<file path="src/verilog/ptb_map.vh">
// register offsets, field positions and reset values of the pwm time base
`ifndef PTB_MAP_VH
`define PTB_MAP_VH
`define PTB_OFS_CONTROL 12'h000
`define PTB_OFS_COUNTER 12'h004
`define PTB_OFS_PERIOD 12'h008
`define PTB_OFS_INT_STATUS 12'h00c
`define PTB_OFS_INT_ENABLE 12'h010
`define PTB_OFS_INT_CLEAR 12'h014
`define PTB_CTL_EN_BIT 15
`define PTB_CTL_OPS_HI 7
`define PTB_CTL_OPS_LO 4
`define PTB_CTL_CKPS_HI 3
`define PTB_CTL_CKPS_LO 2
`define PTB_CTL_MOD_HI 1
`define PTB_CTL_MOD_LO 0
`define PTB_MODE_FREE 2'h0
`define PTB_MODE_SINGLE 2'h1
`define PTB_MODE_UPDN 2'h2
`define PTB_MODE_DBL 2'h3
`define PTB_CNT_W 15
`define PTB_RST_COUNT 15'h0000
`define PTB_RST_PERIOD 15'h0000
`define PTB_INST_DIV 2'h3
`define PTB_INT_BIT 0
`endif

</file>
<file path="src/verilog/ptb_scaler.v">
// prescaler divider that issues the counter input clock tick
`timescale 1ns/100ps
module ptb_scaler (
  input wire pclk,
  input wire presetn,
  input wire clr,
  input wire [1:0] sel,
  input wire in_tick,
  output reg out_tick
);
  reg [5:0] cnt_r;
  reg [5:0] lim;
  always @* begin
    case (sel)
      2'h0: lim = 6'h00;
      2'h1: lim = 6'h03;
      2'h2: lim = 6'h0f;
      default: lim = 6'h3f;
    endcase
  end
  always @(posedge pclk or negedge presetn) begin
    if (!presetn) begin
      cnt_r <= 6'h00;
      out_tick <= 1'b0;
    end else if (clr) begin
      cnt_r <= 6'h00;
      out_tick <= 1'b0;
    end else begin
      out_tick <= 1'b0;
      if (in_tick) begin
        if (cnt_r >= lim) begin
          cnt_r <= 6'h00;
          out_tick <= 1'b1;
        end else begin
          cnt_r <= cnt_r + 6'h01;
        end
      end
    end
  end
endmodule // ptb_scaler

</file>
<file path="src/verilog/ptb_time_base.v">
// pwm time base with apb registers and interrupt
//
// Implementation choices: the address map and the APB slave port.
`timescale 1ns/100ps
`include "ptb_map.vh"
module ptb_time_base (
  input wire pclk,
  input wire presetn,
  input wire psel,
  input wire penable,
  input wire pwrite,
  input wire [11:0] paddr,
  input wire [31:0] pwdata,
  output reg [31:0] prdata,
  output reg pready,
  output reg pslverr,
  output reg irq,
  output reg [`PTB_CNT_W-1:0] count_out,
  output reg count_down_flag
);
  // ****************************************
  // registers
  // ****************************************
  reg time_base_enable_r;
  reg [1:0] time_base_mode_sel_r;
  reg [1:0] prescale_sel_r;
  reg [3:0] postscale_sel_r;
  reg [`PTB_CNT_W-1:0] cnt_r;
  reg dir_r;
  reg [`PTB_CNT_W-1:0] period_r;
  reg [`PTB_CNT_W-1:0] period_buf_r;
  reg [1:0] inst_r;
  reg [3:0] post_r;
  reg int_stat_r;
  reg int_en_r;
  reg [31:0] rd_nxt;
  reg err_nxt;
  reg [1:0] inst_nxt;
  reg [3:0] post_nxt;
  reg [`PTB_CNT_W-1:0] cnt_nxt;
  reg dir_nxt;
  reg en_nxt;
  reg [1:0] mode_nxt;
  reg [1:0] pre_sel_nxt;
  reg [3:0] post_sel_nxt;
  reg [`PTB_CNT_W-1:0] buf_nxt;
  reg [`PTB_CNT_W-1:0] per_nxt;
  reg stat_nxt;
  reg ien_nxt;
  // ****************************************
  // bus decode
  // ****************************************
  wire acc = psel & penable & ~pready;
  wire wr = acc & pwrite;
  wire wr_ctl = wr & (paddr == `PTB_OFS_CONTROL);
  wire wr_cnt = wr & (paddr == `PTB_OFS_COUNTER);
  wire wr_per = wr & (paddr == `PTB_OFS_PERIOD);
  wire wr_ien = wr & (paddr == `PTB_OFS_INT_ENABLE);
  wire wr_icl = wr & (paddr == `PTB_OFS_INT_CLEAR);
  wire scale_clr = wr_ctl | wr_cnt;
  // ****************************************
  // input clock and prescaler
  // ****************************************
  wire inst_tick = (inst_r == `PTB_INST_DIV);
  wire tick;
  always @* begin
    inst_nxt = inst_r + 2'h1;
  end
  always @(posedge pclk or negedge presetn) begin
    if (!presetn) begin
      inst_r <= 2'h0;
    end else begin
      inst_r <= inst_nxt;
    end
  end
  ptb_scaler u_pre (
    .pclk(pclk),
    .presetn(presetn),
    .clr(scale_clr),
    .sel(prescale_sel_r),
    .in_tick(inst_tick),
    .out_tick(tick)
  );
  // ****************************************
  // counter core
  // ****************************************
  wire per_zero = (period_r == 15'h0000);
  wire run = time_base_enable_r & ~per_zero & tick;
  wire match = (cnt_r == period_r);
  wire updn = time_base_mode_sel_r[1];
  wire at_zero = (cnt_r == 15'h0000);
  reg wrap;
  reg turn_up;
  reg raw_ev;
  reg post_ok;
  always @* begin
    wrap = run & match & ~updn;
    turn_up = run & updn & dir_r & (cnt_r == 15'h0001);
    raw_ev = 1'b0;
    post_ok = 1'b0;
    case (time_base_mode_sel_r)
      `PTB_MODE_FREE: begin
        raw_ev = wrap;
        post_ok = 1'b1;
      end
      `PTB_MODE_SINGLE: begin
        raw_ev = wrap;
      end
      `PTB_MODE_UPDN: begin
        raw_ev = turn_up;
        post_ok = 1'b1;
      end
      `PTB_MODE_DBL: begin
        raw_ev = turn_up | (run & match & ~dir_r);
      end
      default: begin
        raw_ev = 1'b0;
      end
    endcase
  end
  // ****************************************
  // postscaler
  // ****************************************
  // bypassed where the mode ignores it
  wire post_hit = (post_r == postscale_sel_r);
  wire ev = raw_ev & (~post_ok | post_hit);
  always @* begin
    post_nxt = post_r;
    if (scale_clr) begin
      post_nxt = 4'h0;
    end else if (raw_ev & post_ok) begin
      if (post_hit) begin
        post_nxt = 4'h0;
      end else begin
        post_nxt = post_r + 4'h1;
      end
    end
  end
  always @(posedge pclk or negedge presetn) begin
    if (!presetn) begin
      post_r <= 4'h0;
    end else begin
      post_r <= post_nxt;
    end
  end
  // ****************************************
  // counter next state
  // ****************************************
  always @* begin
    cnt_nxt = cnt_r;
    dir_nxt = dir_r;
    if (wr_cnt) begin
      cnt_nxt = pwdata[`PTB_CNT_W-1:0];
    end else if (run) begin
      if (!updn) begin
        dir_nxt = 1'b0;
        if (match) begin
          cnt_nxt = 15'h0000;
        end else begin
          cnt_nxt = cnt_r + 15'h0001;
        end
      end else if (!dir_r) begin
        if (match) begin
          dir_nxt = 1'b1;
          cnt_nxt = cnt_r - 15'h0001;
        end else begin
          cnt_nxt = cnt_r + 15'h0001;
        end
      end else if (at_zero) begin
        dir_nxt = 1'b0;
        cnt_nxt = 15'h0001;
      end else begin
        cnt_nxt = cnt_r - 15'h0001;
        if (cnt_r == 15'h0001) begin
          dir_nxt = 1'b0;
        end
      end
    end
  end
  always @(posedge pclk or negedge presetn) begin
    if (!presetn) begin
      cnt_r <= `PTB_RST_COUNT;
      dir_r <= 1'b0;
    end else begin
      cnt_r <= cnt_nxt;
      dir_r <= dir_nxt;
    end
  end
  // ****************************************
  // control and period
  // ****************************************
  wire per_load = ~per_zero & ((wrap) | (updn & run & turn_up) | ~time_base_enable_r);
  always @* begin
    en_nxt = time_base_enable_r;
    mode_nxt = time_base_mode_sel_r;
    pre_sel_nxt = prescale_sel_r;
    post_sel_nxt = postscale_sel_r;
    if (wr_ctl) begin
      en_nxt = pwdata[`PTB_CTL_EN_BIT];
      mode_nxt = pwdata[`PTB_CTL_MOD_HI:`PTB_CTL_MOD_LO];
      pre_sel_nxt = pwdata[`PTB_CTL_CKPS_HI:`PTB_CTL_CKPS_LO];
      post_sel_nxt = pwdata[`PTB_CTL_OPS_HI:`PTB_CTL_OPS_LO];
    end else if (wrap & (time_base_mode_sel_r == `PTB_MODE_SINGLE)) begin
      en_nxt = 1'b0;
    end
  end
  // ****************************************
  // period buffer and active period
  // ****************************************
  always @* begin
    buf_nxt = period_buf_r;
    per_nxt = period_r;
    if (wr_per) begin
      buf_nxt = pwdata[`PTB_CNT_W-1:0];
    end
    if (per_zero) begin
      if (!time_base_enable_r) begin
        per_nxt = period_buf_r;
      end
    end else if (per_load) begin
      per_nxt = period_buf_r;
    end
  end
  always @(posedge pclk or negedge presetn) begin
    if (!presetn) begin
      time_base_enable_r <= 1'b0;
      time_base_mode_sel_r <= `PTB_MODE_FREE;
      prescale_sel_r <= 2'h0;
      postscale_sel_r <= 4'h0;
      period_buf_r <= `PTB_RST_PERIOD;
      period_r <= `PTB_RST_PERIOD;
    end else begin
      time_base_enable_r <= en_nxt;
      time_base_mode_sel_r <= mode_nxt;
      prescale_sel_r <= pre_sel_nxt;
      postscale_sel_r <= post_sel_nxt;
      period_buf_r <= buf_nxt;
      period_r <= per_nxt;
    end
  end
  // ****************************************
  // interrupt
  // ****************************************
  always @* begin
    stat_nxt = int_stat_r;
    ien_nxt = int_en_r;
    if (ev) begin
      stat_nxt = 1'b1;
    end else if (wr_icl & pwdata[`PTB_INT_BIT]) begin
      stat_nxt = 1'b0;
    end
    if (wr_ien) begin
      ien_nxt = pwdata[`PTB_INT_BIT];
    end
  end
  always @(posedge pclk or negedge presetn) begin
    if (!presetn) begin
      int_stat_r <= 1'b0;
      int_en_r <= 1'b0;
      irq <= 1'b0;
    end else begin
      int_stat_r <= stat_nxt;
      int_en_r <= ien_nxt;
      irq <= (int_stat_r | ev) & ien_nxt;
    end
  end
  // ****************************************
  // read path and outputs
  // ****************************************
  always @* begin
    rd_nxt = 32'h0000_0000;
    err_nxt = 1'b0;
    case (paddr)
      `PTB_OFS_CONTROL: begin
        rd_nxt[`PTB_CTL_EN_BIT] = time_base_enable_r;
        rd_nxt[`PTB_CTL_OPS_HI:`PTB_CTL_OPS_LO] = postscale_sel_r;
        rd_nxt[`PTB_CTL_CKPS_HI:`PTB_CTL_CKPS_LO] = prescale_sel_r;
        rd_nxt[`PTB_CTL_MOD_HI:`PTB_CTL_MOD_LO] = time_base_mode_sel_r;
      end
      `PTB_OFS_COUNTER: rd_nxt[15:0] = {dir_r, cnt_r};
      `PTB_OFS_PERIOD: rd_nxt[14:0] = period_buf_r;
      `PTB_OFS_INT_STATUS: rd_nxt[`PTB_INT_BIT] = int_stat_r;
      `PTB_OFS_INT_ENABLE: rd_nxt[`PTB_INT_BIT] = int_en_r;
      `PTB_OFS_INT_CLEAR: rd_nxt = 32'h0000_0000;
      default: err_nxt = 1'b1;
    endcase
  end
  always @(posedge pclk or negedge presetn) begin
    if (!presetn) begin
      prdata <= 32'h0000_0000;
      pready <= 1'b0;
      pslverr <= 1'b0;
    end else begin
      pready <= acc;
      pslverr <= acc & err_nxt;
      prdata <= (acc & ~pwrite) ? rd_nxt : 32'h0000_0000;
    end
  end
  // ****************************************
  // counter copies
  // ****************************************
  always @(posedge pclk or negedge presetn) begin
    if (!presetn) begin
      count_out <= `PTB_RST_COUNT;
      count_down_flag <= 1'b0;
    end else begin
      count_out <= cnt_r;
      count_down_flag <= dir_r;
    end
  end
endmodule // ptb_time_base
</file>
<file path="config.mk">
export PLATFORM = sky130hd
export DESIGN_NAME = ptb_time_base
export DESIGN_NICKNAME = d
export VERILOG_FILES = /design/src/verilog/ptb_scaler.v /design/src/verilog/ptb_time_base.v
export VERILOG_INCLUDE_DIRS = /design/src /design/src/verilog
export SDC_FILE = /design/constraint.sdc
export NUM_CORES = 1
export LEC_CHECK = 0
export ABC_AREA = 1
export BUFFER_PORTS_ARGS = -buffer_cell sky130_fd_sc_hd__buf_4
export CAP_MARGIN = 20
export CORE_MARGIN = 5
export CORE_UTILIZATION = 51
export CTS_BUF_LIST = sky130_fd_sc_hd__clkbuf_2 sky130_fd_sc_hd__clkbuf_4 sky130_fd_sc_hd__clkbuf_8
export DETAILED_ROUTE_END_ITERATION = 6
export MAX_ROUTING_LAYER = met4
export PLACE_DENSITY = 0.73
export SETUP_SLACK_MARGIN = 0.4
export SYNTH_ARGS = -nofsm -noshare
export SYNTH_HDL_FRONTEND = slang
export SYNTH_SLANG_ARGS = --single-unit
</file>
<file path="constraint.sdc">
create_clock -name pclk -period 3.3 [get_ports pclk]
set_input_delay 0.66 -clock pclk [delete_from_list [all_inputs] [get_ports pclk]]
set_output_delay 0.66 -clock pclk [all_outputs]
set_load 0.005 [all_outputs]
</file>
# Word level (Yosys, flattened, before mapping)
# Cells that the tools add are included.
dict set report word_totals {
  inputBits 49
  register_bits 105
  out_inout_bits 51
}
dict set report op_classes {
  bitwise_logic 39
  muxes 38
  reduce_logical 16
  eq_ne 15
  magnitude_cmp 1
  addsub 5
}
# operator count
set ops {}
lappend ops {{two-way mux 15 bit} 10}
lappend ops {{logical NOT 15 bit} 2}
lappend ops {{bitwise AND 1 bit} 25}
lappend ops {{== test 12 x 4 -> 1 bit, second input constant} 2}
lappend ops {{== test 12 x 5 -> 1 bit, second input constant} 2}
lappend ops {{case mux 7 bit (3 select lines)} 1}
lappend ops {{two-way mux 6 bit} 3}
lappend ops {{case mux 6 bit (3 select lines)} 1}
lappend ops {{two-way mux 16 bit} 1}
lappend ops {{adder 15 x 1 -> 15 bit, second input constant} 1}
lappend ops {{== test 15 x 1 -> 1 bit, second input constant} 1}
lappend ops {{== test 15 bit} 1}
lappend ops {{two-way mux 1 bit} 15}
lappend ops {{subtractor 15 x 1 -> 15 bit, second input constant} 1}
lappend ops {{case mux 7 bit (2 select lines)} 1}
lappend ops {{== test 12 x 3 -> 1 bit, second input constant} 1}
lappend ops {{logical NOT 12 bit} 1}
lappend ops {{two-way mux 4 bit} 3}
lappend ops {{nonzero test 2 bit} 6}
lappend ops {{== test 2 bit, second input constant} 4}
lappend ops {{inverter 1 bit} 8}
lappend ops {{adder 6 x 1 -> 6 bit, second input constant} 1}
lappend ops {{greater-or-equal comparator 6 bit} 1}
lappend ops {{bitwise OR 1 bit} 6}
lappend ops {{other kinds (12)} 16}

# Logic depth before layout (Yosys ltp)
# Gate-level depths: netlist of run 1.
dict set report logic_depth {
  depth_word 13
  depth_mapped 14
  ltp_nobuf 13
}

# Modules after synthesis
# From an unflattened synthesis of run 1, not the netlist that was laid out.
dict set report hier_totals {
  cells_unflattened 713
  area_unflattened_um2 5688.0
}
# module instances cells_per_inst area_per_inst_um2
set by_module_without_submodules {}
lappend by_module_without_submodules {ptb_time_base 1 649 5192.5}
lappend by_module_without_submodules {ptb_scaler 1 64 495.5}

# Worst setup path before layout of run 1
# No wires, ideal clock.
dict set report synth_timing {
  path_kind {input port to flip-flop}
  from {input paddr[7]}
  to {register cnt_r[13]}
  required_time_ps 3173
  setup_time_ps 127
  arrival_time_ps 1742
  path_stages 8
  slack_ps 1431
  path_buffers 1
  cell_sequence {nor2_1 nand2_1 nor3_1 nand2_1 nand2_1 buf_2 o22ai_1 nand3b_1}
}
dict set report synth_via {
  elab_chain_cells 3
}
# item line
set synth_rtl {}
lappend synth_rtl {{start: declaration} ptb_time_base.v:12} ;# input wire [11:0] paddr,
lappend synth_rtl {{== test 12 x 3 -> 1 bit *} --}
lappend synth_rtl {{bitwise AND 1 bit *} ptb_time_base.v:56} ;# wire wr_cnt = wr & (paddr == `PTB_OFS_COUNTER);
lappend synth_rtl {{two-way mux 15 bit or nonzero test 2 bit (tied branches)} --}
lappend synth_rtl {{end signal: assignment} ptb_time_base.v:182} ;# cnt_r <= `PTB_RST_COUNT;
lappend synth_rtl {{end signal: assignment} ptb_time_base.v:185} ;# cnt_r <= cnt_nxt;
lappend synth_rtl {{end: declaration} ptb_time_base.v:28} ;# reg [`PTB_CNT_W-1:0] cnt_r;
# Every way passes the cells marked *; elsewhere a longest branch is shown, timed or not.
# A chain may end at the register's enable or synchronous reset.

# Final worst setup path of run 1
dict set report layout_timing {
  from {register cnt_r[1]}
  to {register cnt_r[7]}
}
dict set report layout_via {
  elab_chain_cells 6
}
# item line
set layout_rtl {}
lappend layout_rtl {{adder 15 x 1 -> 15 bit (tied with other cells)} {ptb_time_base.v:160, ptb_time_base.v:167}}
lappend layout_rtl {{two-way mux 15 bit (on tied branches)} {ptb_time_base.v:163, ptb_time_base.v:169}}
lappend layout_rtl {{two-way mux 15 bit} ptb_time_base.v:162} ;# end else if (!dir_r) begin
lappend layout_rtl {{two-way mux 15 bit *} ptb_time_base.v:155} ;# if (!updn) begin
lappend layout_rtl {{two-way mux 15 bit *} ptb_time_base.v:154} ;# end else if (run) begin
lappend layout_rtl {{two-way mux 15 bit *} ptb_time_base.v:152} ;# if (wr_cnt) begin
# Every way passes the cells marked *; elsewhere a longest branch is shown, timed or not. The select of a mux whose other input is x is not followed.

==> results of run 1 <==
sequential cells by signal, indices dropped and copies added, names as in the netlist, 2 cells and up:
register,count
post_r,4
count_out,15
period_r,15
u_pre.cnt_r,6
inst_r,2
postscale_sel_r,4
cnt_r,15
period_buf_r,15
time_base_mode_sel_r,2
prescale_sel_r,2
prdata,16
power by group through the flow:
| stage | registers [W] | logic, W | clock network [W] |
|---|---|---|---|
| 3_5_place_dp | 0.00131 | 0.000100 | 0 |
| 6_report | 0.00129 | 0.0000987 | 0.000846 |
| 3_3_place_gp | 0.00131 | 0.0000978 | 0 |
| 4_1_cts | 0.00129 | 0.000100 | 0.000873 |
| 2_1_floorplan | 0.00131 | 0.0000416 | 0 |
| 5_1_grt | 0.00129 | 0.000112 | 0.000926 |
final cells by class:
type / count / area, um2
Clock inverter: 7 / 82.58
Multi-Input combinational cell: 532 / 2685
Timing Repair Buffer: 73 / 560.5
Fill cell: 1067 / 4745
Clock buffer: 9 / 123.9
Inverter: 97 / 366.6
Tap cell: 143 / 178.9
Sequential cell: 105 / 2628
synthesized netlist by cell type, drive strengths merged (2+ instances only):
cell    instances  area, um2
o211ai          4      30.03
nor4            2      12.51
o21ai          51      274.0
dfrtp         105       2628
nand4          14      87.58
a21oi          18      93.84
ha             12      150.1
nand3b          2      15.01
nand2         207      815.8
xor2           23      201.4
inv            96      362.9
buf            33      255.2
xnor2           8      70.07
nor3           10      55.05
or2             3      18.77
o22ai          17      106.4
nand3          51      260.3
clkbuf          6      23.77
a221oi          7      61.31
nor2           84      350.3
placed cells by master (no fill, tap or decap), types with 16 or more instances in the layout:
master,instances
xor2_1,23
buf_4,72
nor2_1,76
o21ai_0,37
nand3_1,50
dfrtp_1,105
a21oi_1,17
o22ai_1,17
inv_1,83
conb_1,16
nand2_1,197
logic make-up (layout without fill, tap and decap cells):
| family | after synthesis | after routing | share of synthesized area |
|---|---|---|---|
| other cells | 1 | 16 | 0.0006354 |
| xor+xnor | 31 | 31 | 0.04600 |
| compound gates | 100 | 100 | 0.09964 |
| flops | 105 | 105 | 0.4452 |
| fa+ha+maj | 12 | 12 | 0.02544 |
| buf+inv | 136 | 186 | 0.1094 |
| simple gates | 373 | 373 | 0.2737 |
metrics by stage:
| stage | worst slack, ps | total power (W) |
|---|---|---|
| finish | 1009 | 0.002234 |
| floorplan | 1431 | 0.001357 |
| detailed placement | 848.4 | 0.001415 |
| global placement | 861.9 | 0.001413 |
| global route | 811.8 | 0.002328 |
| CTS | 1012 | 0.002263 |
worst paths after layout:
kind,startpoint,to,depth (start not counted)
worst min-delay path,presetn,pready$_DFF_PN0_,1
worst max-delay path,cnt_r[1]$_DFFE_PN0P_,cnt_r[7]$_DFFE_PN0P_,9
worst min register to register,inst_r[0]$_DFF_PN0_,inst_r[0]$_DFF_PN0_,1
max in group asynchronous,presetn,count_out[0]$_DFF_PN0_,2
min in group pclk,inst_r[0]$_DFF_PN0_,inst_r[0]$_DFF_PN0_,1
worst max register to register,cnt_r[1]$_DFFE_PN0P_,cnt_r[7]$_DFFE_PN0P_,9
metal layers:
metal,vias up,track usage
met1,2499,0.2789
met2,161,0.3632
met3,37,0.03796
met4,0,0.1011
met5,-,-
li1,2520,-
==> qor.csv, run 1 <==
stage,metric,value,unit
synth,sequential area share after synthesis,0.4452,
grt,global-route wire length before repair,24920,um
sta,Fin. Hold Viols,0,
synth,syn_area_per_cell,7.786,um2
routing,ANT nets after route,0,
cts,Post-CTS Setup Inserts,0,
critical_path,"slowest stage delay, CP",510,ps
sta,Layout Skew,19.15,ps
routing,Met3 Routed Length,901,um
grt,initial antenna violation count,0,
pwr,Comb power frac,0.044,
critical_path,"delay-heaviest family, CP",simple AND/OR/NAND/NOR gates,
cts,CTS sink count,105,
floorplan,core area,0.01137,mm2
place,RD Place Congestion,0.9630,
finish,fin area,0.006625,mm2
critical_path,CP most frequent cell,nand2_1,
place,IO buf count,67,
floorplan,die height,117.6,um
critical_path,critical path type,reg -> reg,
routing,DR WL/cell,15.50,um
cts,clk root buf,clkbuf_8,
hold_path,Min-Delay Path Class,in -> async,
cts,CTS-repair resized insts,0,
pwr,Leak,3.402,nW
cts,CTS H-tree lvls,3,
routing,routed wl met2,7322,um
floorplan,I/O pins,100,
finish,Final Instance Count excl. Fillers,966,
cts,"Clk pin slew, worst setup/hold paths",100,ps
critical_path,crit end category,flip-flop,
routing,Top Metal Used,met4,
pwr,PD cells,337.3,mW/mm2
sta,relative slew slack,0.5536,
sta,WHS,290.5,ps
cts,CTS tree,done,
critical_path,CP Max Fanout,13,
synth,Async SR Flop Fraction,1.000,
sta,Slew @ Worst Pin,669.7,ps
critical_path,startpoint types,flip-flop,
floorplan,row count,39,
cts,clk_lat worst skew,390,ps
place,HPWL after DPL,11290,um
grt,largest net degree at the start of global routing,57,
status,outcome,completed,
synth,yosys warns,0,
critical_path,CP Cell Sequence,"inv_1, ha_1, nand2_1, nor2_1, nand3_1, nand2_1, nor2_1, nand2_1, nand2_1",
sta,Max Slew Vio Count,0,
finish,area grow syn2layout,12.25,%
pwr,maximum vdd drop,0.0002802,V
cts,maximum clock path buffer count,2,
synth,"EDFF count, synth",0,
critical_path,CP max stage cell,dfrtp_1,
sta,fin crit share,0.6943,
routing,DRT iter0 DRCs,394,
sta,endpoints failing setup,0,
sta,RSZ-0062 raised after global routing,false,
floorplan,Starting Density,0.5191,
sta,crit path time final,2291,ps
run,Max-cap violations,0,
routing,M1 WL,6284,um
routing,Vias/cell,5.401,
sta,Max Freq,436.5,MHz
grt,vias in the first global route,5189,
finish,fin util,0.5827,
pwr,Int Pwr,0.001689,W
pwr,Flop pwr share,0.577,
finish,layout cell share with drive strength beyond 1,0.1580,
floorplan,chip width,117.6,um
finish,number of diodes,0,
sta,Final TNS setup,0,ps
critical_path,CP Buf/Inv Count,1,
place,Cells after DPL,950,
routing,TritonRoute pass-1 iters,5,
routing,Routed WL,14970,um
floorplan,Die ar.,0.01382,mm2
pwr,switching part of the total,0.2442,
pwr,clock power share,0.379,
synth,mapped cell area,0.005902,mm2
critical_path,Critical Path RT,3570,ps
pwr,Psw,0.0005455,W
synth,Syn Inst Count,758,
critical_path,R2R setup slack,1010,ps
cts,total CTS buffers,9,
synth,Seq cells post-synth,105,
grt,total global routing overflow,0,
routing,Residual DRC,0,
synth,"Top FF cell, synth",dfrtp_1,
routing,Vias,5217,
grt,overall routing resource usage,0.2252,
critical_path,Worst EP arrival,2560,ps
cts,CTS Hold Buffers Added,0,
finish,Final #Nets,879,
place,placed inst area,0.006419,mm2
synth,unique cell type count in the Yosys netlist,43,
(Power assumes the default switching activity.)
==> inputs of run 2 (changes only) <==
PLACE_DENSITY = 0.76   (was 0.73)
clock period = 1.99 ns   (was 3.3 ns; I/O delays follow)
==> qor.csv, run 2 (same netlist as run 1, synthesis figures left out) <==
stage,metric,value,unit,change
status,outcome,completed,,
place,HPWL after DPL,11970,um,+6.0%
sta,Max Freq,542.3,MHz,+24%
critical_path,Critical Path RT,2330,ps,-1240 ps
pwr,maximum vdd drop,0.0005325,V,+90%
floorplan,chip width,117.6,um,unchanged
critical_path,critical path type,reg -> reg,,
floorplan,I/O pins,100,,unchanged
floorplan,Die ar.,0.01382,mm2,unchanged
critical_path,reg2reg end,cnt_r[2]$_DFFE_PN0P_,,
floorplan,core area,0.01137,mm2,unchanged
hold_path,Min-Delay Path Class,in -> reg,,
sta,Final TNS setup,0,ps,unchanged
critical_path,"slowest stage delay, CP",470,ps,-40 ps
cts,CTS sink count,105,,unchanged
sta,Layout Skew,12.05,ps,-7.094 ps
routing,Routed WL,18060,um,+21%
finish,largest register by flop count,prdata,,
grt,vias in the first global route,5809,,+12%
routing,Vias/cell,5.613,,+3.9%
finish,number of diodes,0,,unchanged
pwr,Leak,4.014,nW,+18%
grt,largest net degree at the start of global routing,47,,-18%
pwr,total power,0.003845,W,+72%
floorplan,row count,39,,unchanged
grt,total global routing overflow,0,,unchanged
critical_path,R2R cell count,11,,+2
finish,Final Instance Count excl. Fillers,1060,,+9.7%
finish,area grow syn2layout,36.82,%,
place,IO buf count,67,,unchanged
routing,ANT nets after route,0,,unchanged
grt,initial antenna violation count,0,,unchanged
routing,TritonRoute pass-1 iters,7,,+2
hold_path,min-delay src,pwdata[15],,
finish,layout cell share with drive strength beyond 1,0.3610,,+0.2030
grt,global-route wire length before repair,28620,um,+15%
critical_path,CP max stage cell,dfrtp_2,,
critical_path,Worst R2R Start,cnt_r[8]$_DFFE_PN0P_,,
pwr,PD cells,476.1,mW/mm2,+41%
cts,CTS H-tree lvls,3,,unchanged
routing,DRT iter0 DRCs,571,,+45%
critical_path,startpoint types,flip-flop,,
cts,clk_lat worst skew,390,ps,about the same
critical_path,crit end category,flip-flop,,
finish,Final #Nets,973,,+11%
sta,fin crit share,0.9266,,+0.2323
sta,RSZ-0062 raised after global routing,true,,
finish,max FFs per register,16,,unchanged
grt,overall routing resource usage,0.2598,,+0.03463
critical_path,CP most frequent cell,nand2_1,,
routing,Residual DRC,0,,unchanged
routing,Vias,5950,,+14%
finish,"commonest non-fill, non-tap cell in the layout",nand2_1,,
place,RD Place Congestion,0.9703,,+0.76%
run,Max-cap violations,0,,unchanged
floorplan,die height,117.6,um,unchanged
cts,total CTS buffers,9,,unchanged
cts,clk root buf,clkbuf_8,,
critical_path,CP Cell Sequence,"xor2_1, nor2_1, nand2_2, nor2_4, nand3_2, nand2_4, clkbuf_16, nand3_1, nand2_1, nand2_1, nand2_1",,
hold_path,Hold EP,time_base_enable_r$_DFFE_PN0P_,,
routing,DR WL/cell,17.03,um,+9.9%
sta,Fin. Hold Viols,0,,unchanged
hold_path,hold-critical path depth,3,,
cts,CTS tree,done,,
place,Cells after DPL,986,,+3.8%
finish,"commonest cells after routing, fill and taps aside","167 x nand2_1, 145 x buf_4, 90 x dfrtp_1, 77 x inv_1, 57 x nor2_1",,
cts,maximum clock path buffer count,2,,unchanged
critical_path,CP Max Fanout,5,,-8
critical_path,Worst EP arrival,2180,ps,-380 ps
critical_path,R2R setup slack,150,ps,-860 ps
sta,Max Slew Vio Count,0,,unchanged
sta,crit path time final,1844,ps,-447.2 ps
sta,endpoints failing setup,0,,unchanged
floorplan,Starting Density,0.5191,,unchanged
cts,"Clk pin slew, worst setup/hold paths",110,ps,about the same
-- run 2: how the worst max path moves through the flow --
stage                                   startpoint                          to  slack, ps  cells after the start
after floorplan               cnt_r[1]$_DFFE_PN0P_       cnt_r[12]$_DFFE_PN0P_        390                     11
after global placement                        psel       cnt_r[13]$_DFFE_PN0P_         80                     11
after detailed placement                  paddr[9]  u_pre.cnt_r[2]$_DFFE_PN0P_         20                     11
after CTS                 period_r[13]$_DFFE_PN0P_     period_r[0]$_DFFE_PN0P_        240                     13
after global routing          cnt_r[2]$_DFFE_PN0P_        cnt_r[9]$_DFFE_PN0P_         40                     12
final                         cnt_r[8]$_DFFE_PN0P_        cnt_r[2]$_DFFE_PN0P_        150                     11
-- run 2: worst max-delay path: cells and delay by family, from the launching register on --
kind	cells	cell delay, ps
flip-flops	1	470
XOR/XNOR	1	170
buffers and inverters	1	160
AND/OR/NAND/NOR	9	990
-- run 2: routing by layer --
layer	GRT usage	wire, um	vias to the layer above
met5	-	0	-
met4	0.1125	707	0
met1	0.3092	6957	2881
met3	0.05094	1388	62
met2	0.4303	9002	302
li1	-	-	2705
-- run 2: layout make-up --
class,instances,area (um2)
inverter,97,382.9
timing repair inverter,1,7.507
multi-input combinational,537,3283
fill,856,3294
clock inverter,7,102.6
clock buffer,9,123.9
sequential,105,2646
timing repair buffer,161,1350
tap,143,178.9
-- run 2: power by group --
group / internal (W) / total, W / switching, W
sequential: 0.00214 / 0.00214 / 0.00000337
combinational: 0.0000732 / 0.000190 / 0.000117
clock: 0.000722 / 0.00152 / 0.000794
-- run 2: through the flow --
stage	worst slack (ps)	utilization	instance area [um2]	hold slack [ps]
after floorplan	385.1	-	5996	102.4
after global placement	84.90	0.5939	6753	237.2
after detailed placement	24.81	0.5939	6753	236.8
after CTS	238.8	0.6760	7686	239.2
after global routing	39.73	0.7102	8075	266.7
final	146.1	0.7102	8075	254.2
-- run 2: timing repair --
item,4_1_cts,5_1_grt
setup buffers,33,16
hold endpoints to repair,8,0
pin swaps,28,42
setup endpoints to repair,45,54
gates cloned,6,2
resized for setup,98,61
hold buffers,1,0
